$ cat config.mk
export PLATFORM = sky130hd
export DESIGN_NAME = cmd_decoder
export DESIGN_NICKNAME = d
export VERILOG_FILES = /design/src/hdl/cmd_decode_pkg.sv /design/src/hdl/cmd_decoder.sv
export SDC_FILE = /design/constraint.sdc
export NUM_CORES = 1
export LEC_CHECK = 0
export BUFFER_PORTS_ARGS = -buffer_cell sky130_fd_sc_hd__buf_2
export CAP_MARGIN = 20
export CORE_MARGIN = 4
export CORE_UTILIZATION = 53
export CTS_CLUSTER_SIZE = 30
export DETAILED_ROUTE_END_ITERATION = 8
export PLACE_DENSITY = 0.88
export SLEW_MARGIN = 20
export SYNTH_ARGS = -nofsm -noshare
export SYNTH_HDL_FRONTEND = slang
export SYNTH_SLANG_ARGS = --single-unit
$ cat constraint.sdc
create_clock -name sys_clk -period 1.7 [get_ports sys_clk]
set_input_delay 0.17 -clock sys_clk [delete_from_list [all_inputs] [get_ports sys_clk]]
set_output_delay 0.17 -clock sys_clk [all_outputs]
set_load 0.02 [all_outputs]
$ cat src/hdl/cmd_decode_pkg.sv
/*
 * shared constants and types for the register access command decoder:
 * command byte layout, reset value, target index codes and target kinds.
 * assumes nothing of its surroundings beyond a SystemVerilog compiler.
 */
package cmd_decode_pkg;

    // ------------------------------------------------------------
    // command byte layout
    // ------------------------------------------------------------
    localparam int CMD_WIDTH = 8; // one command byte per transaction
    localparam int START_BIT = 7; // active-low start flag
    localparam int DIR_BIT = 6; // 0 write, 1 read
    localparam int IDX_MSB = 5; // target index field top bit
    localparam int CNT_WIDTH = 3; // bit counter width for one byte
    localparam logic [2:0] LAST_BIT = 3'h7; // count value of the eighth bit
    localparam logic [7:0] CMD_RESET = 8'h00; // command register reset value
    localparam logic [3:0] NUM_RESET = 4'h0; // target number reset value

    // ------------------------------------------------------------
    // target index codes (six bits)
    // ------------------------------------------------------------
    localparam logic [5:0] IDX_STATUS = 6'h00;
    localparam logic [5:0] IDX_ADC_MODE = 6'h01;
    localparam logic [5:0] IDX_IF_MODE = 6'h02;
    localparam logic [5:0] IDX_CHECKSUM = 6'h03;
    localparam logic [5:0] IDX_DATA = 6'h04;
    localparam logic [5:0] IDX_PORT_CFG = 6'h06;
    localparam logic [5:0] IDX_IDENT = 6'h07;
    localparam logic [1:0] GRP_CHANNEL = 2'h1; // index[5:4] for channels 0..15
    localparam logic [2:0] GRP_SETUP = 3'h4; // index[5:3] for setups 0..7
    localparam logic [2:0] GRP_FILTER = 3'h5; // index[5:3] for filters 0..7
    localparam logic [2:0] GRP_OFFSET = 3'h6; // index[5:3] for offsets 0..7
    localparam logic [2:0] GRP_GAIN = 3'h7; // index[5:3] for gains 0..7

    // ------------------------------------------------------------
    // decoded target kinds
    // ------------------------------------------------------------
    typedef enum logic [3:0] {
        KIND_NONE = 4'h0,
        KIND_STATUS = 4'h1,
        KIND_ADC_MODE = 4'h2,
        KIND_IF_MODE = 4'h3,
        KIND_CHECKSUM = 4'h4,
        KIND_DATA = 4'h5,
        KIND_PORT_CFG = 4'h6,
        KIND_IDENT = 4'h7,
        KIND_CHANNEL = 4'h8,
        KIND_SETUP = 4'h9,
        KIND_FILTER = 4'ha,
        KIND_OFFSET = 4'hb,
        KIND_GAIN = 4'hc
    } target_kind_t;

    // transaction phase
    typedef enum logic [0:0] {
        PH_COMMAND = 1'b0,
        PH_TRANSFER = 1'b1
    } phase_t;

endpackage : cmd_decode_pkg

$ cat src/hdl/cmd_decoder.sv
/*
 * command decoder: receives the opening byte of every register transaction
 * from the serial pins, checks its start flag, latches it and routes the
 * next transfer to the selected register as a read or a write.
 * assumes serial clock, chip select and data in arrive asynchronously and
 * much slower than sys_clk; register logic downstream pulses xfer_done.
 */
`timescale 1ns/1ps

module cmd_decoder
    import cmd_decode_pkg::*;
(
    // clock and reset
    input wire logic sys_clk,
    input wire logic reset_n,
    // serial pins from the host
    input wire logic sclk,
    input wire logic cs_n,
    input wire logic din,
    // downstream register logic
    input wire logic xfer_done,
    // decoded command
    output logic [cmd_decode_pkg::CMD_WIDTH-1:0] command_q,
    output logic cmd_strobe_q,
    output logic bad_start_q,
    output cmd_decode_pkg::target_kind_t target_kind_q,
    output logic [3:0] target_num_q,
    output logic read_active_q,
    output logic write_active_q
);
    import cmd_decode_pkg::*;

    // ------------------------------------------------------------
    // target decode
    // ------------------------------------------------------------
    // maps a six-bit index onto a kind; unlisted codes give none
    function automatic target_kind_t decode_kind(input logic [5:0] idx);
        target_kind_t k;
        k = KIND_NONE;
        if (idx == IDX_STATUS) k = KIND_STATUS;
        else if (idx == IDX_ADC_MODE) k = KIND_ADC_MODE;
        else if (idx == IDX_IF_MODE) k = KIND_IF_MODE;
        else if (idx == IDX_CHECKSUM) k = KIND_CHECKSUM;
        else if (idx == IDX_DATA) k = KIND_DATA;
        else if (idx == IDX_PORT_CFG) k = KIND_PORT_CFG;
        else if (idx == IDX_IDENT) k = KIND_IDENT;
        else if (idx[5:4] == GRP_CHANNEL) k = KIND_CHANNEL;
        else if (idx[5:3] == GRP_SETUP) k = KIND_SETUP;
        else if (idx[5:3] == GRP_FILTER) k = KIND_FILTER;
        else if (idx[5:3] == GRP_OFFSET) k = KIND_OFFSET;
        else if (idx[5:3] == GRP_GAIN) k = KIND_GAIN;
        return k;
    endfunction : decode_kind

    // ------------------------------------------------------------
    // pin synchronisers
    // ------------------------------------------------------------
    logic [1:0] sclk_sync_q; // [0] feeds [1] only
    logic [1:0] cs_sync_n_q; // [0] feeds [1] only
    logic [1:0] din_sync_q; // [0] feeds [1] only
    logic sclk_prev_q; // last settled sclk, for edge finding

    // two flops per pin before any logic looks at it
    always_ff @(posedge sys_clk)
    begin
        sclk_sync_q <= {sclk_sync_q[0], sclk};
        cs_sync_n_q <= {cs_sync_n_q[0], cs_n};
        din_sync_q <= {din_sync_q[0], din};
        sclk_prev_q <= sclk_sync_q[1];
    end

    // ------------------------------------------------------------
    // byte assembly
    // ------------------------------------------------------------
    logic [CMD_WIDTH-2:0] shift_q; // first seven bits, msb first
    logic [CNT_WIDTH-1:0] bit_cnt_q; // bits of the current byte
    phase_t phase_q; // command or transfer phase

    wire cs_active = !cs_sync_n_q[1]; // frame open
    wire sclk_rise = sclk_sync_q[1] && !sclk_prev_q; // host data valid edge
    wire bit_take = cs_active && sclk_rise; // one bit per rising edge
    wire byte_done = bit_take && (bit_cnt_q == LAST_BIT);
    wire [CMD_WIDTH-1:0] rx_byte = {shift_q, din_sync_q[1]};
    // only a byte in the command phase is a command
    wire cmd_seen = byte_done && (phase_q == PH_COMMAND);
    wire start_ok = !rx_byte[START_BIT];
    wire cmd_accept = cmd_seen && start_ok;
    wire cmd_reject = cmd_seen && !start_ok;
    wire [5:0] rx_idx = rx_byte[IDX_MSB:0];
    wire target_kind_t rx_kind = decode_kind(rx_idx);
    // reserved codes still end the command but move no data
    wire rx_live = (rx_kind != KIND_NONE);
    wire rx_read = rx_byte[DIR_BIT];
    // channels use four bits, the grouped registers three
    wire [3:0] rx_num = (rx_kind == KIND_CHANNEL) ? rx_idx[3:0] : {1'b0, rx_idx[2:0]};
    // frame end or downstream completion closes the transfer
    wire xfer_end = !cs_active || xfer_done;

    // shift register and bit counter; counter restarts per frame
    always_ff @(posedge sys_clk)
    begin
        if (!reset_n || !cs_active)
        begin
            shift_q <= CMD_RESET[CMD_WIDTH-2:0];
            bit_cnt_q <= LAST_BIT - LAST_BIT;
        end
        else if (bit_take)
        begin
            shift_q <= rx_byte[CMD_WIDTH-2:0];
            bit_cnt_q <= bit_cnt_q + 3'h1;
        end
    end

    // ------------------------------------------------------------
    // phase and command register
    // ------------------------------------------------------------
    phase_t phase_d;
    assign phase_d = (phase_q == PH_COMMAND) ? (cmd_accept ? PH_TRANSFER : PH_COMMAND)
                                              : (xfer_end ? PH_COMMAND : PH_TRANSFER);

    // phase: command wait until a valid byte, then one routed transfer
    always_ff @(posedge sys_clk)
    begin
        if (!reset_n)
            phase_q <= PH_COMMAND;
        else
            phase_q <= phase_d;
    end

    // latch the accepted command and its routing
    always_ff @(posedge sys_clk)
    begin
        if (!reset_n)
        begin
            command_q <= CMD_RESET;
            target_kind_q <= KIND_NONE;
            target_num_q <= NUM_RESET;
        end
        else if (cmd_accept)
        begin
            command_q <= rx_byte;
            target_kind_q <= rx_kind;
            target_num_q <= rx_live ? rx_num : NUM_RESET;
        end
    end

    // direction levels held through the transfer phase
    always_ff @(posedge sys_clk)
    begin
        if (!reset_n)
        begin
            read_active_q <= 1'b0;
            write_active_q <= 1'b0;
        end
        else if (cmd_accept)
        begin
            read_active_q <= rx_live && rx_read;
            write_active_q <= rx_live && !rx_read;
        end
        else if (phase_q == PH_TRANSFER && xfer_end)
        begin
            read_active_q <= 1'b0;
            write_active_q <= 1'b0;
        end
    end

    // one-cycle event pulses
    always_ff @(posedge sys_clk)
    begin
        if (!reset_n)
        begin
            cmd_strobe_q <= 1'b0;
            bad_start_q <= 1'b0;
        end
        else
        begin
            cmd_strobe_q <= cmd_accept;
            bad_start_q <= cmd_reject;
        end
    end
endmodule : cmd_decoder

==> results.json <==
{
  "run_status": "finished, final reports clean",
  "hold_viol_final": 0,
  "core.rowCount": 18,
  "multi_input_area_um2": 621,
  "initial_core_util": 0.568,
  "synth_top_area_cell": "sky130_fd_sc_hd__dfxtp_1",
  "grt_pass1_vias": 1015,
  "ys_top_cells_by_area": "sky130_fd_sc_hd__dfxtp_1 53%, sky130_fd_sc_hd__nand2_1 10%, sky130_fd_sc_hd__a21boi_0 4.2%",
  "grt_antenna_before_repair": 0,
  "setup_total_negative_slack_ns": 0,
  "ant_nets": 0,
  "detailed_route_wirelength_on_metal2_um": 1390,
  "critPathArrivalTime_ns": 1.83,
  "clkSinkCount": 38,
  "placement.cell_area_mm2": 0.00157,
  "max-slew-margin-rel": 0.730,
  "clock_insertion_delay_worst_skew_ns": 0.34,
  "totalPowerFinal_mw": 1.57,
  "final_nets": 196,
  "layout_min_cycle_time_ns": 1.62,
  "detail_route.wirelength.met1_um": 1140,
  "setup_crit_path_kind": "flip-flop to flip-flop",
  "final.setup_skew_ns": 0.00956,
  "hpwl_um": 1950,
  "critical_path_buf_inv_count": 0,
  "detail_route.wl_per_cell_um": 12.5,
  "routed-wl-met3_um": 145,
  "tritoncts_clock_tree": "done",
  "reg2reg_slack_ns": 0.08,
  "syn_inst_count": 163,
  "die_h_um": 60.0,
  "syn-cell-area_mm2": 0.00143,
  "worst_hold_path_type": "primary input to flip-flop",
  "clock-root-buffer": "sky130_fd_sc_hd__clkbuf_4",
  "cts-htree-levels": 2,
  "slew_violations": 0,
  "tritoncts.num_buffers": 5,
  "synthArstFlopShare": 0,
  "post_route_cells_drive_above_1_share": 0.239,
  "cell_with_the_most_instances_after_synthesis": "sky130_fd_sc_hd__nand2_1",
  "grt_max_degree": 28,
  "fmax_mhz": 618,
  "boundary_pin_count": 26,
  "critical_path.max_fanout": 16,
  "drt_pre_antenna_iters": 5,
  "warnings_synthesis": 0,
  "grt_first_pass_wirelength_um": 4420,
  "min_period_over_period": 0.952,
  "post-route-drc-count": 0,
  "worst_pin_slew_ns": 0.404,
  "cpLargestDelayFamily": "simple AND/OR/NAND/NOR gates",
  "die_width_um": 60.0,
  "worstSetupStartpointType": "flip-flop",
  "critical_path_required_ns": 1.91,
  "worstPathCellList": "or3b_4 -> or3_4 -> nand3_1 -> o21ai_0",
  "synth_area_per_cell_um2": 8.79,
  "setup_viol": 0,
  "clockBufferDepth": 2,
  "final_cell_area_mm2": 0.00170,
  "synthesis.nets": 171,
  "cellPowerDensity_mw_per_mm2": 920,
  "post_drt_via_cell_ratio": 5.44,
  "finalHoldWorstSlack_ns": 0.107,
  "fp.dieArea_mm2": 0.00360,
  "synth_commonest_cells": "40 x sky130_fd_sc_hd__nand2_1, 38 x sky130_fd_sc_hd__dfxtp_1, 11 x sky130_fd_sc_hd__a21oi_1",
  "worstSetupEndpointType": "flip-flop",
  "power.static_leakage_nw": 0.670,
  "count_of_flip_flops_with_a_built_in_enable_after_synthesis": 0,
  "dominantRegCellSynth": "sky130_fd_sc_hd__dfxtp_1",
  "drt_iter0_markers": 36,
  "final-seq-area_um2": 762,
  "timing.max_cap.violations": 0,
  "detailroute.via_count": 1185,
  "cp_slowest_cell": "sky130_fd_sc_hd__or3_4",
  "top_layer": "met4",
  "numPortBuffers": 25,
  "max-vdd-ir-drop_v": 0.000840,
  "insertedDiodeCount": 0,
  "globalplace.congestion": 0.824,
  "ys_seq_elements": 38,
  "core_area_mm2": 0.00252,
  "synth-seq-area-share": 0.531,
  "finalCoreUtilization": 0.675,
  "netlist-cell-type-count": 34,
  "clkTransAtPathRegs_ns": 0.11,
  "gr-total-overflow": 0,
  "filler_cell_count": 206,
  "area.growth.synth_to_final_pct": 18.8,
  "max_stage_delay_ns": 0.48,
  "netlist.area_leader.share": 0.531,
  "route.final.wire_length_um": 2730,
  "global_route.usage.total": 0.169
}
## power by group
group	switching, mW	internal, mW
sequential	0.00818	0.900
combinational	0.0238	0.0224
clock	0.270	0.342
total	0.302	1.26
## worst reg2reg max path, cell delays in order, from the launching register on
cell	delay, ns
sky130_fd_sc_hd__dfxtp_1	0.36
sky130_fd_sc_hd__or3b_4	0.42
sky130_fd_sc_hd__or3_4	0.48
sky130_fd_sc_hd__nand3_1	0.12
sky130_fd_sc_hd__o21ai_0	0.11
## cells in the final DEF (no fill, tap or decap), types with 3 or more instances in the layout
cell	n
sky130_fd_sc_hd__buf_4	5
sky130_fd_sc_hd__a21boi_0	8
sky130_fd_sc_hd__o21ai_0	7
sky130_fd_sc_hd__clkbuf_4	5
sky130_fd_sc_hd__buf_2	25
sky130_fd_sc_hd__dfxtp_1	37
sky130_fd_sc_hd__dlygate4sd3_1	3
sky130_fd_sc_hd__a21oi_1	11
sky130_fd_sc_hd__nor2_1	3
sky130_fd_sc_hd__nand2_1	40
sky130_fd_sc_hd__nand3_1	8
## registers in the layout, indices dropped and copies added, names as in the netlist
register,count
phase_q,1
write_active_q,1
read_active_q,1
din_sync_q,2
cmd_strobe_q,1
command_q,8
shift_q,7
target_kind_q,4
target_num_q,4
sclk_sync_q,2
sclk_prev_q,1
cs_sync_n_q,2
bit_cnt_q,3
bad_start_q,1
## final timing paths
kind	from	end	cells past startpoint
hold / removal	xfer_done	phase_q	4
setup / recovery	cs_sync_n_q[1]	target_num_q[2]	4
setup reg to reg	cs_sync_n_q[1]	target_num_q[2]	4
hold reg to reg	din_sync_q[0]	din_sync_q[1]	0
## layout make-up
cell class / instances / share of cell area
Sequential cell: 38 / 0.448
Multi-Input combinational cell: 108 / 0.365
Timing Repair Buffer: 33 / 0.113
Clock buffer: 6 / 0.0301
Tap cell: 30 / 0.0221
Clock inverter: 1 / 0.0176
Inverter: 2 / 0.00441
## routing by layer
| metal | track usage | vias to the layer above |
|---|---|---|
| li1 | - | 596 |
| met1 | 0.189 | 558 |
| met2 | 0.273 | 24 |
| met3 | 0.0734 | 7 |
| met4 | 0.0791 | 0 |
| met5 | 0 | - |
## through the flow
stage | setup slack, ns | std cells
final | 0.0822 | 218
after global routing | -0.000602 | 218
after CTS | 0.0717 | 218
after detailed placement | -0.100 | 208
after global placement | 0.0271 | 208
after floorplan | 0.0983 | 163
## cells by family after synthesis
group | count (synthesis) | synth area share
adders and majority gates | 2 | 0.0175
DFF | 38 | 0.531
AOI/OAI and AO/OA | 33 | 0.144
and+or+nand+nor | 69 | 0.230
buffers and inverters | 17 | 0.0524
xor gates and xnor gates | 3 | 0.0183
muxes | 1 | 0.00699
## repair_timing
item	4_1_cts	5_1_grt
buffers inserted	0	0
resized for setup	1	5
endpoints found under the hold margin	3	0
gates cloned	0	0
setup endpoints to repair	10	8
hold buffers	3	0
No activity file was read; power rests on OpenSTA's default activity.
